[config.mk]
export PLATFORM = sky130hd
export DESIGN_NAME = tarc_retry_ctrl
export DESIGN_NICKNAME = d
export VERILOG_FILES = /design/src/verilog/tarc_pkg.sv /design/src/verilog/tarc_timer_if.sv /design/src/verilog/tarc_interval_timer.sv /design/src/verilog/tarc_retry_ctrl.sv
export VERILOG_INCLUDE_DIRS = /design/src /design/src/verilog
export SDC_FILE = /design/constraint.sdc
export NUM_CORES = 1
export LEC_CHECK = 0
export ABC_CLOCK_PERIOD_IN_PS = 5400
export BUFFER_PORTS_ARGS = -buffer_cell sky130_fd_sc_hd__buf_2
export CAP_MARGIN = 20
export CORE_MARGIN = 2
export CORE_UTILIZATION = 40
export CTS_CLUSTER_SIZE = 25
export DETAILED_ROUTE_END_ITERATION = 8
export PLACE_DENSITY = 0.57
export SLEW_MARGIN = 20
export SYNTH_ARGS = -nofsm -noshare
export SYNTH_HDL_FRONTEND = slang
export SYNTH_SLANG_ARGS = --single-unit
export TNS_END_PERCENT = 10
[constraint.sdc]
create_clock -name clk_sys -period 5.4 [get_ports clk_sys]
set_input_delay 1.08 -clock clk_sys [delete_from_list [all_inputs] [get_ports clk_sys]]
set_output_delay 1.08 -clock clk_sys [all_outputs]
set_load 0.01 [all_outputs]
[src/verilog/tarc_defs.svh]
// Constants for the trip auto-retry controller.
// Assumes inclusion by the package and the design modules.
// Notes on behaviour
// - With retry on, an eligible trip is cleared and restarted, alarm stays off.
// - When trips exceed the retry count, raise the alarm and stop retrying.
// - Eligible causes: overcurrent, overvoltage, sink, drive, motor heat, overloads.
// - Wait the programmed retry interval before each automatic reset attempt.
`ifndef TARC_DEFS_SVH
`define TARC_DEFS_SVH

// ****************************************************************
// Widths and encodings
// ****************************************************************
`define TARC_CAUSE_W 8
`define TARC_COUNT_W 4
`define TARC_IVL_W 8
// Eligible trip causes, one bit each on the cause vector
`define TARC_ELIGIBLE_MASK 8'h7f
// Interval unit: 100 ms per step
`define TARC_TICK_NS 100000000
`define TARC_CLK_NS 40
`define TARC_TICK_CYC (`TARC_TICK_NS / `TARC_CLK_NS)
`define TARC_RESET_PULSE_CYC 1

`endif

[src/verilog/tarc_pkg.sv]
// Types for the trip auto-retry controller.
// Assumes tarc_defs.svh is compiled alongside.
`include "tarc_defs.svh"
package tarc_pkg;
  typedef enum logic [1:0] {
    TARC_IDLE = 2'h0,
    TARC_WAIT = 2'h1,
    TARC_ALARM = 2'h3
  } tarc_state_t;
  typedef logic [`TARC_CAUSE_W-1:0] tarc_cause_t;
endpackage : tarc_pkg

[src/verilog/tarc_timer_if.sv]
// Interface between retry controller and its interval timer.
// Assumes a single clock domain.
`timescale 1ns/100ps
`default_nettype none
`include "tarc_defs.svh"
interface tarc_timer_if;
  logic start;
  logic [`TARC_IVL_W-1:0] steps;
  logic done;
  modport ctrl (output start, output steps, input done);
  modport timer (input start, input steps, output done);
endinterface : tarc_timer_if
`default_nettype wire
[src/verilog/tarc_interval_timer.sv]
// Interval timer counting 100 ms steps for retry spacing.
// Assumes clk_sys at 25 MHz, synchronous reset.
`timescale 1ns/100ps
`default_nettype none
`include "tarc_defs.svh"
module tarc_interval_timer #(
  parameter int TICK_CYC = `TARC_TICK_CYC
) (
  // Clock and reset
  input wire logic clk_sys,
  input wire logic rst_n,
  // Control side
  tarc_timer_if.timer tmr
);
  logic [31:0] tickCount;
  logic [`TARC_IVL_W-1:0] stepsLeft;
  logic running;

  always_ff @(posedge clk_sys) begin
    if (!rst_n || tmr.start) begin
      tickCount <= 32'h0;
    end else if (running) begin
      tickCount <= (tickCount == 32'(TICK_CYC - 1)) ? 32'h0 : tickCount + 32'h1;
    end
  end

  always_ff @(posedge clk_sys) begin
    if (!rst_n) begin
      running <= 1'b0;
      stepsLeft <= '0;
      tmr.done <= 1'b0;
    end else begin
      tmr.done <= 1'b0;
      if (tmr.start) begin
        // Zero interval still waits one cycle
        running <= (tmr.steps != '0);
        stepsLeft <= tmr.steps;
        tmr.done <= (tmr.steps == '0);
      end else if (running && tickCount == 32'(TICK_CYC - 1)) begin
        stepsLeft <= stepsLeft - 1'b1;
        if (stepsLeft == 1) begin
          running <= 1'b0;
          tmr.done <= 1'b1;
        end
      end
    end
  end
endmodule : tarc_interval_timer
`default_nettype wire

[src/verilog/tarc_retry_ctrl.sv]
// Trip auto-retry controller: clears eligible trips and raises the alarm.
// Assumes protection inputs are asynchronous levels; one clock domain.
// Outputs are registered; tripReset is a one-cycle pulse.
`timescale 1ns/100ps
`default_nettype none
`include "tarc_defs.svh"
module tarc_retry_ctrl
  import tarc_pkg::*;
#(
  parameter int TICK_CYC = `TARC_TICK_CYC
) (
  // Clock and reset
  input wire logic clk_sys,
  input wire logic rst_n,
  // Configuration
  input wire logic [`TARC_COUNT_W-1:0] retry_count_limit,
  input wire logic [`TARC_IVL_W-1:0] retry_interval,
  // Protection side
  input wire logic [`TARC_CAUSE_W-1:0] tripCause,
  input wire logic alarmAck,
  // Drive side
  output logic tripReset,
  output logic faultAlarm,
  output logic tripped,
  output logic [`TARC_COUNT_W-1:0] retryCount
);
  // ****************************************************************
  // Input synchronisers
  // ****************************************************************
  // Pins are asynchronous: two flops before any logic reads them
  tarc_cause_t causeMeta;
  tarc_cause_t causeSync;
  tarc_cause_t causePrev;
  logic ackMeta;
  logic ackSync;

  always_ff @(posedge clk_sys) begin
    if (!rst_n) begin
      causeMeta <= '0;
      causeSync <= '0;
      causePrev <= '0;
    end else begin
      causeMeta <= tripCause;
      causeSync <= causeMeta;
      causePrev <= causeSync;
    end
  end

  always_ff @(posedge clk_sys) begin
    if (!rst_n) begin
      ackMeta <= 1'b0;
      ackSync <= 1'b0;
    end else begin
      ackMeta <= alarmAck;
      ackSync <= ackMeta;
    end
  end

  // ****************************************************************
  // Cause decoding
  // ****************************************************************
  // Any cause outside the retry set, alone or mixed with others
  function automatic logic hasOther(input tarc_cause_t c);
    return ((c & ~`TARC_ELIGIBLE_MASK) != '0);
  endfunction : hasOther

  // Mixed causes are not retried: the foreign one decides
  function automatic logic isEligible(input tarc_cause_t c);
    return ((c & `TARC_ELIGIBLE_MASK) != '0) && !hasOther(c);
  endfunction : isEligible

  // A trip counts once, on the rising edge of its cause level
  tarc_cause_t newTrip;
  genvar gi;
  generate
    for (gi = 0; gi < `TARC_CAUSE_W; gi++) begin : g_edge
      assign newTrip[gi] = causeSync[gi] & ~causePrev[gi];
    end
  endgenerate

  // ****************************************************************
  // Sequencing events
  // ****************************************************************
  tarc_timer_if tmr ();
  tarc_state_t state;
  tarc_state_t next_state;
  logic retryOn;
  logic limitReached;
  logic tripSeen;
  logic tripOther;
  logic tripOver;
  logic tripRetry;
  logic otherInWait;
  logic waitDone;
  logic ackClear;

  // Limit zero switches retries off altogether
  assign retryOn = (retry_count_limit != '0);
  // Count is cumulative, so a trip past the limit alarms
  assign limitReached = (retryCount >= retry_count_limit);
  assign tripSeen = (state == TARC_IDLE) && (newTrip != '0);
  assign tripOther = tripSeen && !isEligible(causeSync);
  assign tripOver = tripSeen && !tripOther
      && (!retryOn || limitReached);
  assign tripRetry = tripSeen && !tripOther && !tripOver;
  // Further eligible edges during the wait are dropped on purpose
  assign otherInWait = (state == TARC_WAIT) && hasOther(newTrip);
  assign waitDone = (state == TARC_WAIT) && !otherInWait && tmr.done;
  assign ackClear = (state == TARC_ALARM) && ackSync
      && (causeSync == '0);

  // ****************************************************************
  // State machine
  // ****************************************************************
  always_comb begin
    next_state = state;
    unique case (state)
      TARC_IDLE: begin
        if (tripOther || tripOver) begin
          next_state = TARC_ALARM;
        end else if (tripRetry) begin
          next_state = TARC_WAIT;
        end
      end
      TARC_WAIT: begin
        if (otherInWait) begin
          next_state = TARC_ALARM;
        end else if (waitDone) begin
          next_state = TARC_IDLE;
        end
      end
      TARC_ALARM: begin
        // No automatic exit; only an operator acknowledge clears it
        if (ackClear) begin
          next_state = TARC_IDLE;
        end
      end
      default: next_state = TARC_IDLE;
    endcase
  end

  always_ff @(posedge clk_sys) begin
    if (!rst_n) begin
      state <= TARC_IDLE;
    end else begin
      state <= next_state;
    end
  end

  // ****************************************************************
  // Retry counter
  // ****************************************************************
  // Cleared only by an acknowledge, never by a good restart
  always_ff @(posedge clk_sys) begin
    if (!rst_n) begin
      retryCount <= '0;
    end else if (ackClear) begin
      retryCount <= '0;
    end else if (tripRetry) begin
      retryCount <= retryCount + 1'b1;
    end
  end

  // ****************************************************************
  // Fault alarm and trip flag
  // ****************************************************************
  always_ff @(posedge clk_sys) begin
    if (!rst_n) begin
      faultAlarm <= 1'b0;
    end else if (tripOther || otherInWait) begin
      faultAlarm <= 1'b1;
    end else if (tripOver) begin
      faultAlarm <= 1'b1;
    end else if (ackClear) begin
      faultAlarm <= 1'b0;
    end
  end

  // Trip flag stands from the trip until its reset pulse
  always_ff @(posedge clk_sys) begin
    if (!rst_n) begin
      tripped <= 1'b0;
    end else if (tripSeen) begin
      tripped <= 1'b1;
    end else if (waitDone || ackClear) begin
      tripped <= 1'b0;
    end
  end

  // ****************************************************************
  // Restart pulse and interval request
  // ****************************************************************
  // Alarm stays low while a retry reset is issued
  always_ff @(posedge clk_sys) begin
    if (!rst_n) begin
      tripReset <= 1'b0;
    end else begin
      tripReset <= waitDone || ackClear;
    end
  end

  // Interval is latched at the trip; later edits wait for the next one
  always_ff @(posedge clk_sys) begin
    if (!rst_n) begin
      tmr.start <= 1'b0;
      tmr.steps <= '0;
    end else begin
      tmr.start <= tripRetry;
      if (tripRetry) begin
        tmr.steps <= retry_interval;
      end
    end
  end

  // ****************************************************************
  // Interval timer
  // ****************************************************************
  tarc_interval_timer #(
    .TICK_CYC(TICK_CYC)
  ) u_timer (
    .clk_sys(clk_sys),
    .rst_n(rst_n),
    .tmr(tmr.timer)
  );
endmodule : tarc_retry_ctrl
`default_nettype wire

==> impl_metrics.ini, run 1 <==
[run_status]
outcome = finished, final reports clean

[synth]
async_reset_ff_frac = 0
synth-edff-count = 0
ys_seq_area_frac = 0.452
ys_warn_count = 0
yosysUniqueCellTypes = 54
ys.flop_type = dfxtp_1
ys_ff_latch = 86
synthesis.nets = 447
syn_area_um2 = 3810
avgSynthCellArea_um2 = 9.16
synthCells = 416

[clocking]
cts_made_buffers = 9
clock-sinks = 86
clockRootBuffer = clkbuf_8
insertion_delay_ns = 0.36
clockBufferDepth = 2
cts_tree = done
ctsHoldBuffers = 0
cts_setup_buffers = 0
clk_pin_slew_worst_paths_ns = 0.10
cts_htree_levels = 3
cts.repair.resized = 0

[timing]
setup_viol = 0
fin_ws_ns = 2.56
drv_slew = 0
hold_viol = 0
tightest_slew_ns = 0.705
setup_tns_ns = 0
fmax_ghz = 0.352
finClkSkew_ns = 0.0108
timing.slew.headroom = 0.526
fin_crit_sh = 0.526
timing.final.crit_period_ns = 2.84
rsz0062_at_grt = false
timing.hold.ws_ns = 0.431

[run]
maxCapViolations = 0

[final_layout]
layout-drive-gt1-share = 0.140
diodes = 0
layout_commonest_cell = dfxtp_1
syn_to_final_growth_pct = 10.3
nNetsFinal = 469
layout_common_cells = dfxtp_1 (86), nor2_1 (42), buf_2 (29)
fillers = 925

[worst_setup_path]
reg2reg_from = retryCount[0]
crit_fanout = 16
start_kind = input pin
cp.required_ns = 5.69
worstPathBufferInverterCount = 1
crit_type = in -> reg
slowest_stage = or4_1
worstPathCellList = buf_2, ha_1, nand2b_1, a211oi_1, o2111ai_2, or4_1, a21oi_1
critPathMaxStageDelay_ns = 0.62
regToRegSetupSlack_ns = 2.90
end_kind = flip-flop
rr_worst_depth = 7
crit_family = compound AO/OA/AOI/OAI gates
crit_arrival_ns = 3.13
worstReg2RegEnd = retryCount[3]

[power_and_ir_drop]
power_density_nw_per_um2 = 297
p_leak_nw = 1.61
peakVddDrop_mv = 0.136

[placement]
dpl_worst_slack_ns = 2.03
gp_congestion = 0.731
dp_hpwl_um = 4990
io_buffers = 29

[global_routing]
grt_antenna_before_repair = 0
grt_pass1_wl_um = 12100
grt_pass1_vias = 2588
grt_max_degree = 40
track_usage = 0.147
overflow = 0

[floorplan]
core_um2 = 9240
io_pins = 30
core.rowCount = 35
start_util = 0.412
die-area_um2 = 10300
fp.dieW_um = 102
die-height_um = 102

[hold_path]
hp-class = reg -> reg
min_to = ackSync
hold_depth = 1
min-delay-start = ackMeta

[routing]
drtPass1Iterations = 4
via_per_inst = 5.20
wl_per_cell_um = 12.7
drtAntennaViolNets = 0
drc = 0
dr_total_vias = 2972
drt-initial-drc-count = 105
wl_um = 7280
[cells in the mapped netlist (2+ instances only)]
master	number	area share
o2111a_1	2	0.0059
inv_1	18	0.018
and2_1	25	0.041
and3_4	3	0.0089
o31ai_1	2	0.0039
buf_6	6	0.018
and4_1	4	0.0092
nand3_1	27	0.035
nand4_1	13	0.021
and3_1	6	0.0099
nor4b_1	3	0.0069
mux2i_1	2	0.0053
a211oi_1	3	0.0059
a31oi_1	2	0.0033
nor4_1	9	0.015
ha_1	8	0.026
nor2_2	2	0.0033
nor3_1	9	0.012
o21ai_0	19	0.025
xor2_1	24	0.055
or3_1	2	0.0033
buf_2	2	0.0026
clkbuf_1	10	0.0099
o311a_1	2	0.0053
nor2_1	42	0.041
nor4_2	2	0.0066
or4_1	5	0.0099
nand2_1	18	0.018
a21oi_1	15	0.020
dfxtp_1	86	0.45
nor4_4	2	0.011
nand2b_1	7	0.011
nor2b_1	7	0.011
xnor2_1	9	0.021
[metrics by stage]
step,utilization,cell area [µm²],total power (W),cells
floorplan,-,3810,0.000799,416
global placement,0.433,4010,0.000829,556
detailed placement,0.433,4010,0.000831,556
CTS,0.454,4190,0.00126,572
global route,0.455,4200,0.00131,572
finish,0.455,4200,0.00125,572
[registers in the layout, summed over array words and instances (netlist names)]
signal / flops
ackMeta: 1
tripReset: 1
u_timer.tmr.done: 1
tmr.start: 1
u_timer.tickCount: 32
causePrev: 8
faultAlarm: 1
u_timer.running: 1
retryCount: 4
causeSync: 8
causeMeta: 8
ackSync: 1
tripped: 1
state: 2
u_timer.stepsLeft: 8
tmr.steps: 8
[cells by family (layout without fill, tap and decap cells)]
family                     count (synthesis)  after routing  synth area share
DFF                                       86             86             0.452
muxes                                      2              2           0.00525
xor gates and xnor gates                  33             33            0.0759
buffers and inverters                     37             64            0.0489
and+or+nand+nor                          192            192             0.291
adders and majority gates                  8              8            0.0263
AOI/OAI and AO/OA                         58             58             0.101
[layer usage]
layer	vias to the layer above	part of all wire	global-route usage
li1	1506	-	-
met1	1405	0.50	0.207
met2	51	0.45	0.218
met3	10	0.039	0.0297
met4	0	0.015	0.0593
met5	-	0	0
[power breakdown]
group / total (W) / leakage [nW] / switching [W] / internal (W)
logic: 0.000132 / 0.815 / 0.0000770 / 0.0000548
registers: 0.000686 / 0.700 / 0.0000242 / 0.000662
clock network: 0.000431 / 0.0939 / 0.000245 / 0.000186
[layout make-up]
class,count,area (µm²),share of cell area
inverter,18,67.6,0.0161
timing repair buffer,30,153,0.0363
sequential,86,1720,0.410
multi-input combinational,293,1910,0.454
tap,129,161,0.0384
clock buffer,10,138,0.0328
clock inverter,6,51.3,0.0122
[worst max path at each step]
stage / start / endpoint / slack (ns) / cells past startpoint
floorplan: retry_count_limit[0] / retryCount[3] / 2.67 / 6
global placement: retry_count_limit[0] / retryCount[3] / 2.12 / 7
detailed placement: retry_count_limit[0] / retryCount[3] / 2.03 / 7
CTS: retry_count_limit[0] / retryCount[3] / 2.41 / 7
global route: retry_count_limit[0] / retryCount[3] / 2.40 / 7
finish: retry_count_limit[0] / retryCount[3] / 2.56 / 7
Power figures use the tool's default switching activity.
==> run 2, diff against run 1 <==
--- a/config.mk
+++ b/config.mk
@@ -6,7 +6,7 @@
 export SDC_FILE = /design/constraint.sdc
 export NUM_CORES = 1
 export LEC_CHECK = 0
-export ABC_CLOCK_PERIOD_IN_PS = 5400
+export ABC_CLOCK_PERIOD_IN_PS = 3000
 export BUFFER_PORTS_ARGS = -buffer_cell sky130_fd_sc_hd__buf_2
 export CAP_MARGIN = 20
 export CORE_MARGIN = 2
==> constraint.sdc (replaced) <==
create_clock -name clk_sys -period 3 [get_ports clk_sys]
set_input_delay 0.6 -clock clk_sys [delete_from_list [all_inputs] [get_ports clk_sys]]
set_output_delay 0.6 -clock clk_sys [all_outputs]
set_load 0.01 [all_outputs]
==> run 2 against run 1 <==
Against the previous run:
- sequential cell count unchanged
- clock skew up 0.0010 ns
- clock power up 100%
- core utilization up 0.39 points
- routed wire length up 1.8%
- design area up 0.86%
- sequential power up 79%
==> impl_metrics.ini, run 2 (same netlist as run 1, synthesis figures left out) <==
[floorplan]
die-height_um = 102
core_um2 = 9240
start_util = 0.412
core.rowCount = 35
die-area_um2 = 10300
fp.dieW_um = 102
io_pins = 30

[final_layout]
diodes = 0
fillers = 927
layout_commonest_cell = dfxtp_1
largest_reg_flops = 32
syn_to_final_growth_pct = 11.2
top_register = u_timer.tickCount
final_core_util = 0.459
layout_common_cells = dfxtp_1 (86), nor2_1 (42), buf_2 (29)
multi_input_area_um2 = 1900
nNetsFinal = 472
regArea_um2 = 1720
layout-drive-gt1-share = 0.141

[clocking]
cts_tree = done
cts_setup_buffers = 0
cts_htree_levels = 3
clk_pin_slew_worst_paths_ns = 0.10
clockRootBuffer = clkbuf_8
clockBufferDepth = 2
cts_made_buffers = 9
clock-sinks = 86
ctsHoldBuffers = 0
insertion_delay_ns = 0.36
cts.repair.resized = 0

[timing]
setup_tns_ns = 0
hold_viol = 0
rsz0062_at_grt = false
finClkSkew_ns = 0.0119
timing.slew.headroom = 0.521
drv_slew = 0
tightest_slew_ns = 0.713
setup_viol = 0
fmax_ghz = 0.430
timing.final.crit_period_ns = 2.33
fin_crit_sh = 0.776

[routing]
wl_per_cell_um = 12.9
wl_um = 7410
wl_met2_um = 3370
dr_total_vias = 2952
drc = 0
drtPass1Iterations = 5
wl_met1_um = 3630
top_layer_used = met4
wl_met3_um = 324
drtAntennaViolNets = 0
via_per_inst = 5.13
drt-initial-drc-count = 102

[worst_setup_path]
start_kind = flip-flop
reg2reg_from = retryCount[0]
worstPathBufferInverterCount = 1
regToRegSetupSlack_ns = 0.67
crit_type = reg -> reg
slowest_stage = or4_1
cp.required_ns = 3.29
crit_fanout = 8
worstReg2RegEnd = retryCount[3]
worstPathCellList = inv_1, ha_1, nand2b_1, a211oi_1, o2111ai_1, or4_1, a21oi_1
critPathMaxStageDelay_ns = 0.59
crit_family = compound AO/OA/AOI/OAI gates
startpoint = retryCount[0]
path_depth = 7
crit_arrival_ns = 2.62
rr_worst_depth = 7
end_kind = flip-flop

[power_and_ir_drop]
power_density_nw_per_um2 = 553
peakVddDrop_mv = 0.206
p_leak_nw = 1.63

[global_routing]
grt_pass1_wl_um = 12600
grt_antenna_before_repair = 0
track_usage = 0.152
overflow = 0
grt_max_degree = 39
grt_pass1_vias = 2749

[hold_path]
hp-class = reg -> reg
min_to = causeSync[5]
hold_depth = 1
min-delay-start = causeMeta[5]

[placement]
gp_congestion = 0.780
dp_hpwl_um = 5150
io_buffers = 29

[run]
maxCapViolations = 0

[run_status]
outcome = finished, final reports clean
==> run 2: worst max-delay path by stage <==
stage	endpoint
finish	retryCount[3]
global route	retryCount[3]
CTS	retryCount[3]
detailed placement	retryCount[3]
global placement	retryCount[3]
floorplan	retryCount[3]
==> run 2: layout make-up <==
cell class / count / area share
multi-input combinational: 293 / 0.449
sequential: 86 / 0.406
timing repair buffer: 33 / 0.0413
tap: 129 / 0.0381
clock buffer: 9 / 0.0292
clock inverter: 7 / 0.0204
inverter: 18 / 0.0159
==> run 2: through the flow <==
step	std cells	cell area, µm²	hold slack [ns]	power (W)	worst slack (ns)
finish	575	4240	0.440	0.00234	0.672
global route	575	4240	0.430	0.00246	0.496
CTS	575	4240	0.420	0.00238	0.640
detailed placement	559	4030	0.417	0.00150	0.428
global placement	559	4030	0.415	0.00150	0.501
floorplan	416	3810	0.412	0.00144	0.755
==> run 2: where the power goes <==
group / internal, W / total, W / leakage [nW] / switching, W
Sequential: 0.00119 / 0.00123 / 0.700 / 0.0000428
Combinational: 0.000102 / 0.000242 / 0.828 / 0.000139
Clock: 0.000406 / 0.000866 / 0.105 / 0.000461
Total: 0.00170 / 0.00234 / 1.63 / 0.000643
==> run 2: routing by layer <==
| layer | up-vias | GRT usage |
|---|---|---|
| li1 | 1504 | - |
| met1 | 1382 | 0.209 |
| met2 | 59 | 0.232 |
| met3 | 7 | 0.0283 |
| met4 | 0 | 0.0686 |
| met5 | - | 0 |
==> run 3, diff against run 2 <==
--- a/config.mk
+++ b/config.mk
@@ -6,7 +6,8 @@
 export SDC_FILE = /design/constraint.sdc
 export NUM_CORES = 1
 export LEC_CHECK = 0
-export ABC_CLOCK_PERIOD_IN_PS = 3000
+export ABC_AREA = 1
+export ABC_CLOCK_PERIOD_IN_PS = 2300
 export BUFFER_PORTS_ARGS = -buffer_cell sky130_fd_sc_hd__buf_2
 export CAP_MARGIN = 20
 export CORE_MARGIN = 2
==> constraint.sdc (replaced) <==
create_clock -name clk_sys -period 2.3 [get_ports clk_sys]
set_input_delay 0.46 -clock clk_sys [delete_from_list [all_inputs] [get_ports clk_sys]]
set_output_delay 0.46 -clock clk_sys [all_outputs]
set_load 0.01 [all_outputs]
==> run 3 against run 2 <==
Against the previous run:
- sequential power up 33%
- first-iteration DRC count rose by 26%
- critical path depth grew 2
- routed wire length grew 20%
- via count increased by 28%
- total power up 36%
- sequential cell count stayed put
- clock skew is 0.0025 ns lower
- design area increased by 12%
- maximum frequency rose by 26%
- final cell count increased by 39%
==> impl_metrics.ini, run 3 <==
[run_status]
outcome = finished, final reports clean

[placement]
gp_congestion = 0.862
place_area_um2 = 4550
placedCellCount = 783
dp_hpwl_um = 6640
io_buffers = 29

[floorplan]
core.rowCount = 37
die-height_um = 107
start_util = 0.411
core_um2 = 10300
io_pins = 30
fp.dieW_um = 107
die-area_um2 = 11500

[power_and_ir_drop]
peakVddDrop_mv = 0.352
p_sw_frac = 0.311
p_leak_nw = 2.21
total_power_w = 0.00319
p_switching_w = 0.000993
clkPwrFrac = 0.334
p_int_w = 0.00220
power_density_nw_per_um2 = 672
p_seq_frac = 0.513
comb_power_share = 0.153

[routing]
via_per_inst = 4.74
drtAntennaViolNets = 0
dr_total_vias = 3784
drtPass1Iterations = 4
drc = 0
wl_um = 8880
wl_per_cell_um = 11.1
drt-initial-drc-count = 129

[synth]
synthSimpleGateAreaFrac = 0.369
yosysTopAreaCell = dfxtp_1
synth_top_family_by_area = simple AND/OR/NAND/NOR gates
synthesis.nets = 655
synth_most_common_cell = nand2_1
synth_compound_area_frac = 0.0781
synth_common_cells = nand2_1 (146), inv_1 (97), nor2_1 (92)
synthXorXnorAreaFrac = 0.0165
synth-edff-count = 0
avgSynthCellArea_um2 = 6.81
synth_area_leaders = dfxtp_1 (41%), nand2_1 (13%), inv_1 (8.6%)
ys_ff_latch = 86
synthAdderAreaFrac = 0.0236
ys_warn_count = 0
ys.flop_type = dfxtp_1
synth_mux_area_frac = 0
ys_seq_area_frac = 0.405
synthCells = 624
syn_area_um2 = 4250
async_reset_ff_frac = 0
yosysUniqueCellTypes = 41
synth_top_area_share = 0.405

[clocking]
clk_pin_slew_worst_paths_ns = 0.10
insertion_delay_ns = 0.36
cts.repair.resized = 0
cts_setup_buffers = 0
clockRootBuffer = clkbuf_8
cts_made_buffers = 9
clock-sinks = 86
ctsHoldBuffers = 0
clockBufferDepth = 2
cts_htree_levels = 3
cts_tree = done

[final_layout]
fillers = 1112
layout_commonest_cell = nand2_1
layout-drive-gt1-share = 0.127
syn_to_final_growth_pct = 11.8
layout_common_cells = nand2_1 (146), inv_1 (97), nor2_1 (92)
top_register = u_timer.tickCount
largest_reg_flops = 32
finalInstanceArea_um2 = 4750
final_cells = 799
diodes = 0
nNetsFinal = 689

[timing]
timing.final.crit_period_ns = 1.85
tightest_slew_ns = 0.503
fin_crit_sh = 0.804
fmax_ghz = 0.541
timing.slew.headroom = 0.665
hold_viol = 0
rsz0062_at_grt = false
setup_viol = 0
drv_slew = 0
finClkSkew_ns = 0.00939
setup_tns_ns = 0

[worst_setup_path]
reg2reg_from = retryCount[0]
cp.required_ns = 2.56
regToRegSetupSlack_ns = 0.45
worstReg2RegEnd = tmr.steps[4]
crit_type = reg -> reg
startpoint = retryCount[0]
crit_arrival_ns = 2.11
end_kind = flip-flop
rr_worst_depth = 9
crit_fanout = 14
start_kind = flip-flop

[global_routing]
track_usage = 0.169
overflow = 0
grt_pass1_vias = 3500
grt_max_degree = 42
grt_pass1_wl_um = 15600
grt_antenna_before_repair = 0

[hold_path]
min-delay-start = alarmAck
hp-class = in -> reg
hold_depth = 3
min_to = ackMeta

[run]
maxCapViolations = 0
## run 3: changes by cell type after synthesis, moves of 10 or more
| cell | previous run | this run |
|---|---|---|
| a21oi_1 | 15 | 25 |
| inv_1 | 18 | 97 |
| and2_1 | 25 | 1 |
| nand2_1 | 18 | 146 |
| xor2_1 | 24 | 6 |
| nor2_1 | 42 | 92 |
| nand3_1 | 27 | 49 |
## run 3: worst max-delay path, cell delays in order, from the launching register on
cell and delay, ns:
dfxtp_1 0.40, inv_1 0.09, ha_1 0.27, o21ai_0 0.09
a21oi_1 0.20, nor2_2 0.10, nand2_4 0.14, clkinv_1 0.25
nor2_1 0.15, nor2_1 0.06
## run 3: final cells by class
| cell class | count | area, µm² | share of cell area |
|---|---|---|---|
| sequential | 86 | 1720 | 0.363 |
| inverter | 103 | 387 | 0.0815 |
| multi-input combinational | 422 | 2070 | 0.436 |
| clock buffer | 9 | 124 | 0.0261 |
| timing repair buffer | 36 | 198 | 0.0417 |
| clock inverter | 7 | 76.3 | 0.0161 |
| tap | 136 | 170 | 0.0359 |
## run 3: power groups by stage
| stage | sequential, W | clock [W] | combinational [W] |
|---|---|---|---|
| 6_report | 0.00164 | 0.00106 | 0.000489 |
| 2_1_floorplan | 0.00166 | 0 | 0.000375 |
| 4_1_cts | 0.00164 | 0.00112 | 0.000495 |
| 3_3_place_gp | 0.00167 | 0 | 0.000483 |
| 3_5_place_dp | 0.00167 | 0 | 0.000494 |
| 5_1_grt | 0.00165 | 0.00118 | 0.000576 |
## run 3: per-stage QoR
| stage | utilization | setup slack, ns | hold WS [ns] |
|---|---|---|---|
| 4_1_cts | 0.460 | 0.428 | 0.251 |
| 3_5_place_dp | 0.440 | 0.300 | 0.396 |
| 5_1_grt | 0.460 | 0.228 | 0.254 |
| 2_1_floorplan | - | 0.512 | 0.390 |
| 3_3_place_gp | 0.440 | 0.354 | 0.395 |
| 6_report | 0.460 | 0.450 | 0.274 |
## run 3: cell families after synthesis
kind of cell,after synthesis
buffers and inverters,116
adder cells (fa/ha/maj),8
XOR/XNOR,8
AND/OR/NAND/NOR,347
AO/OA/AOI/OAI,59
flip-flops,86
## run 3: per-layer routing
layer  GRT usage  vias to the layer above  wire length [µm]
li1            -                     2029                 -
met1       0.223                     1681              4320
met2       0.270                       62              4080
met3      0.0310                       12               337
met4      0.0742                        0               146
met5           0                        -                 0
## run 3: how the worst max path moves through the flow
stage | to | slack, ns | cells after the start
2_1_floorplan | tmr.steps[2] | 0.51 | 11
3_3_place_gp | tmr.steps[5] | 0.35 | 12
3_5_place_dp | tmr.steps[4] | 0.30 | 12
4_1_cts | tmr.steps[4] | 0.43 | 9
5_1_grt | tmr.steps[0] | 0.23 | 9
6_report | tmr.steps[4] | 0.45 | 9
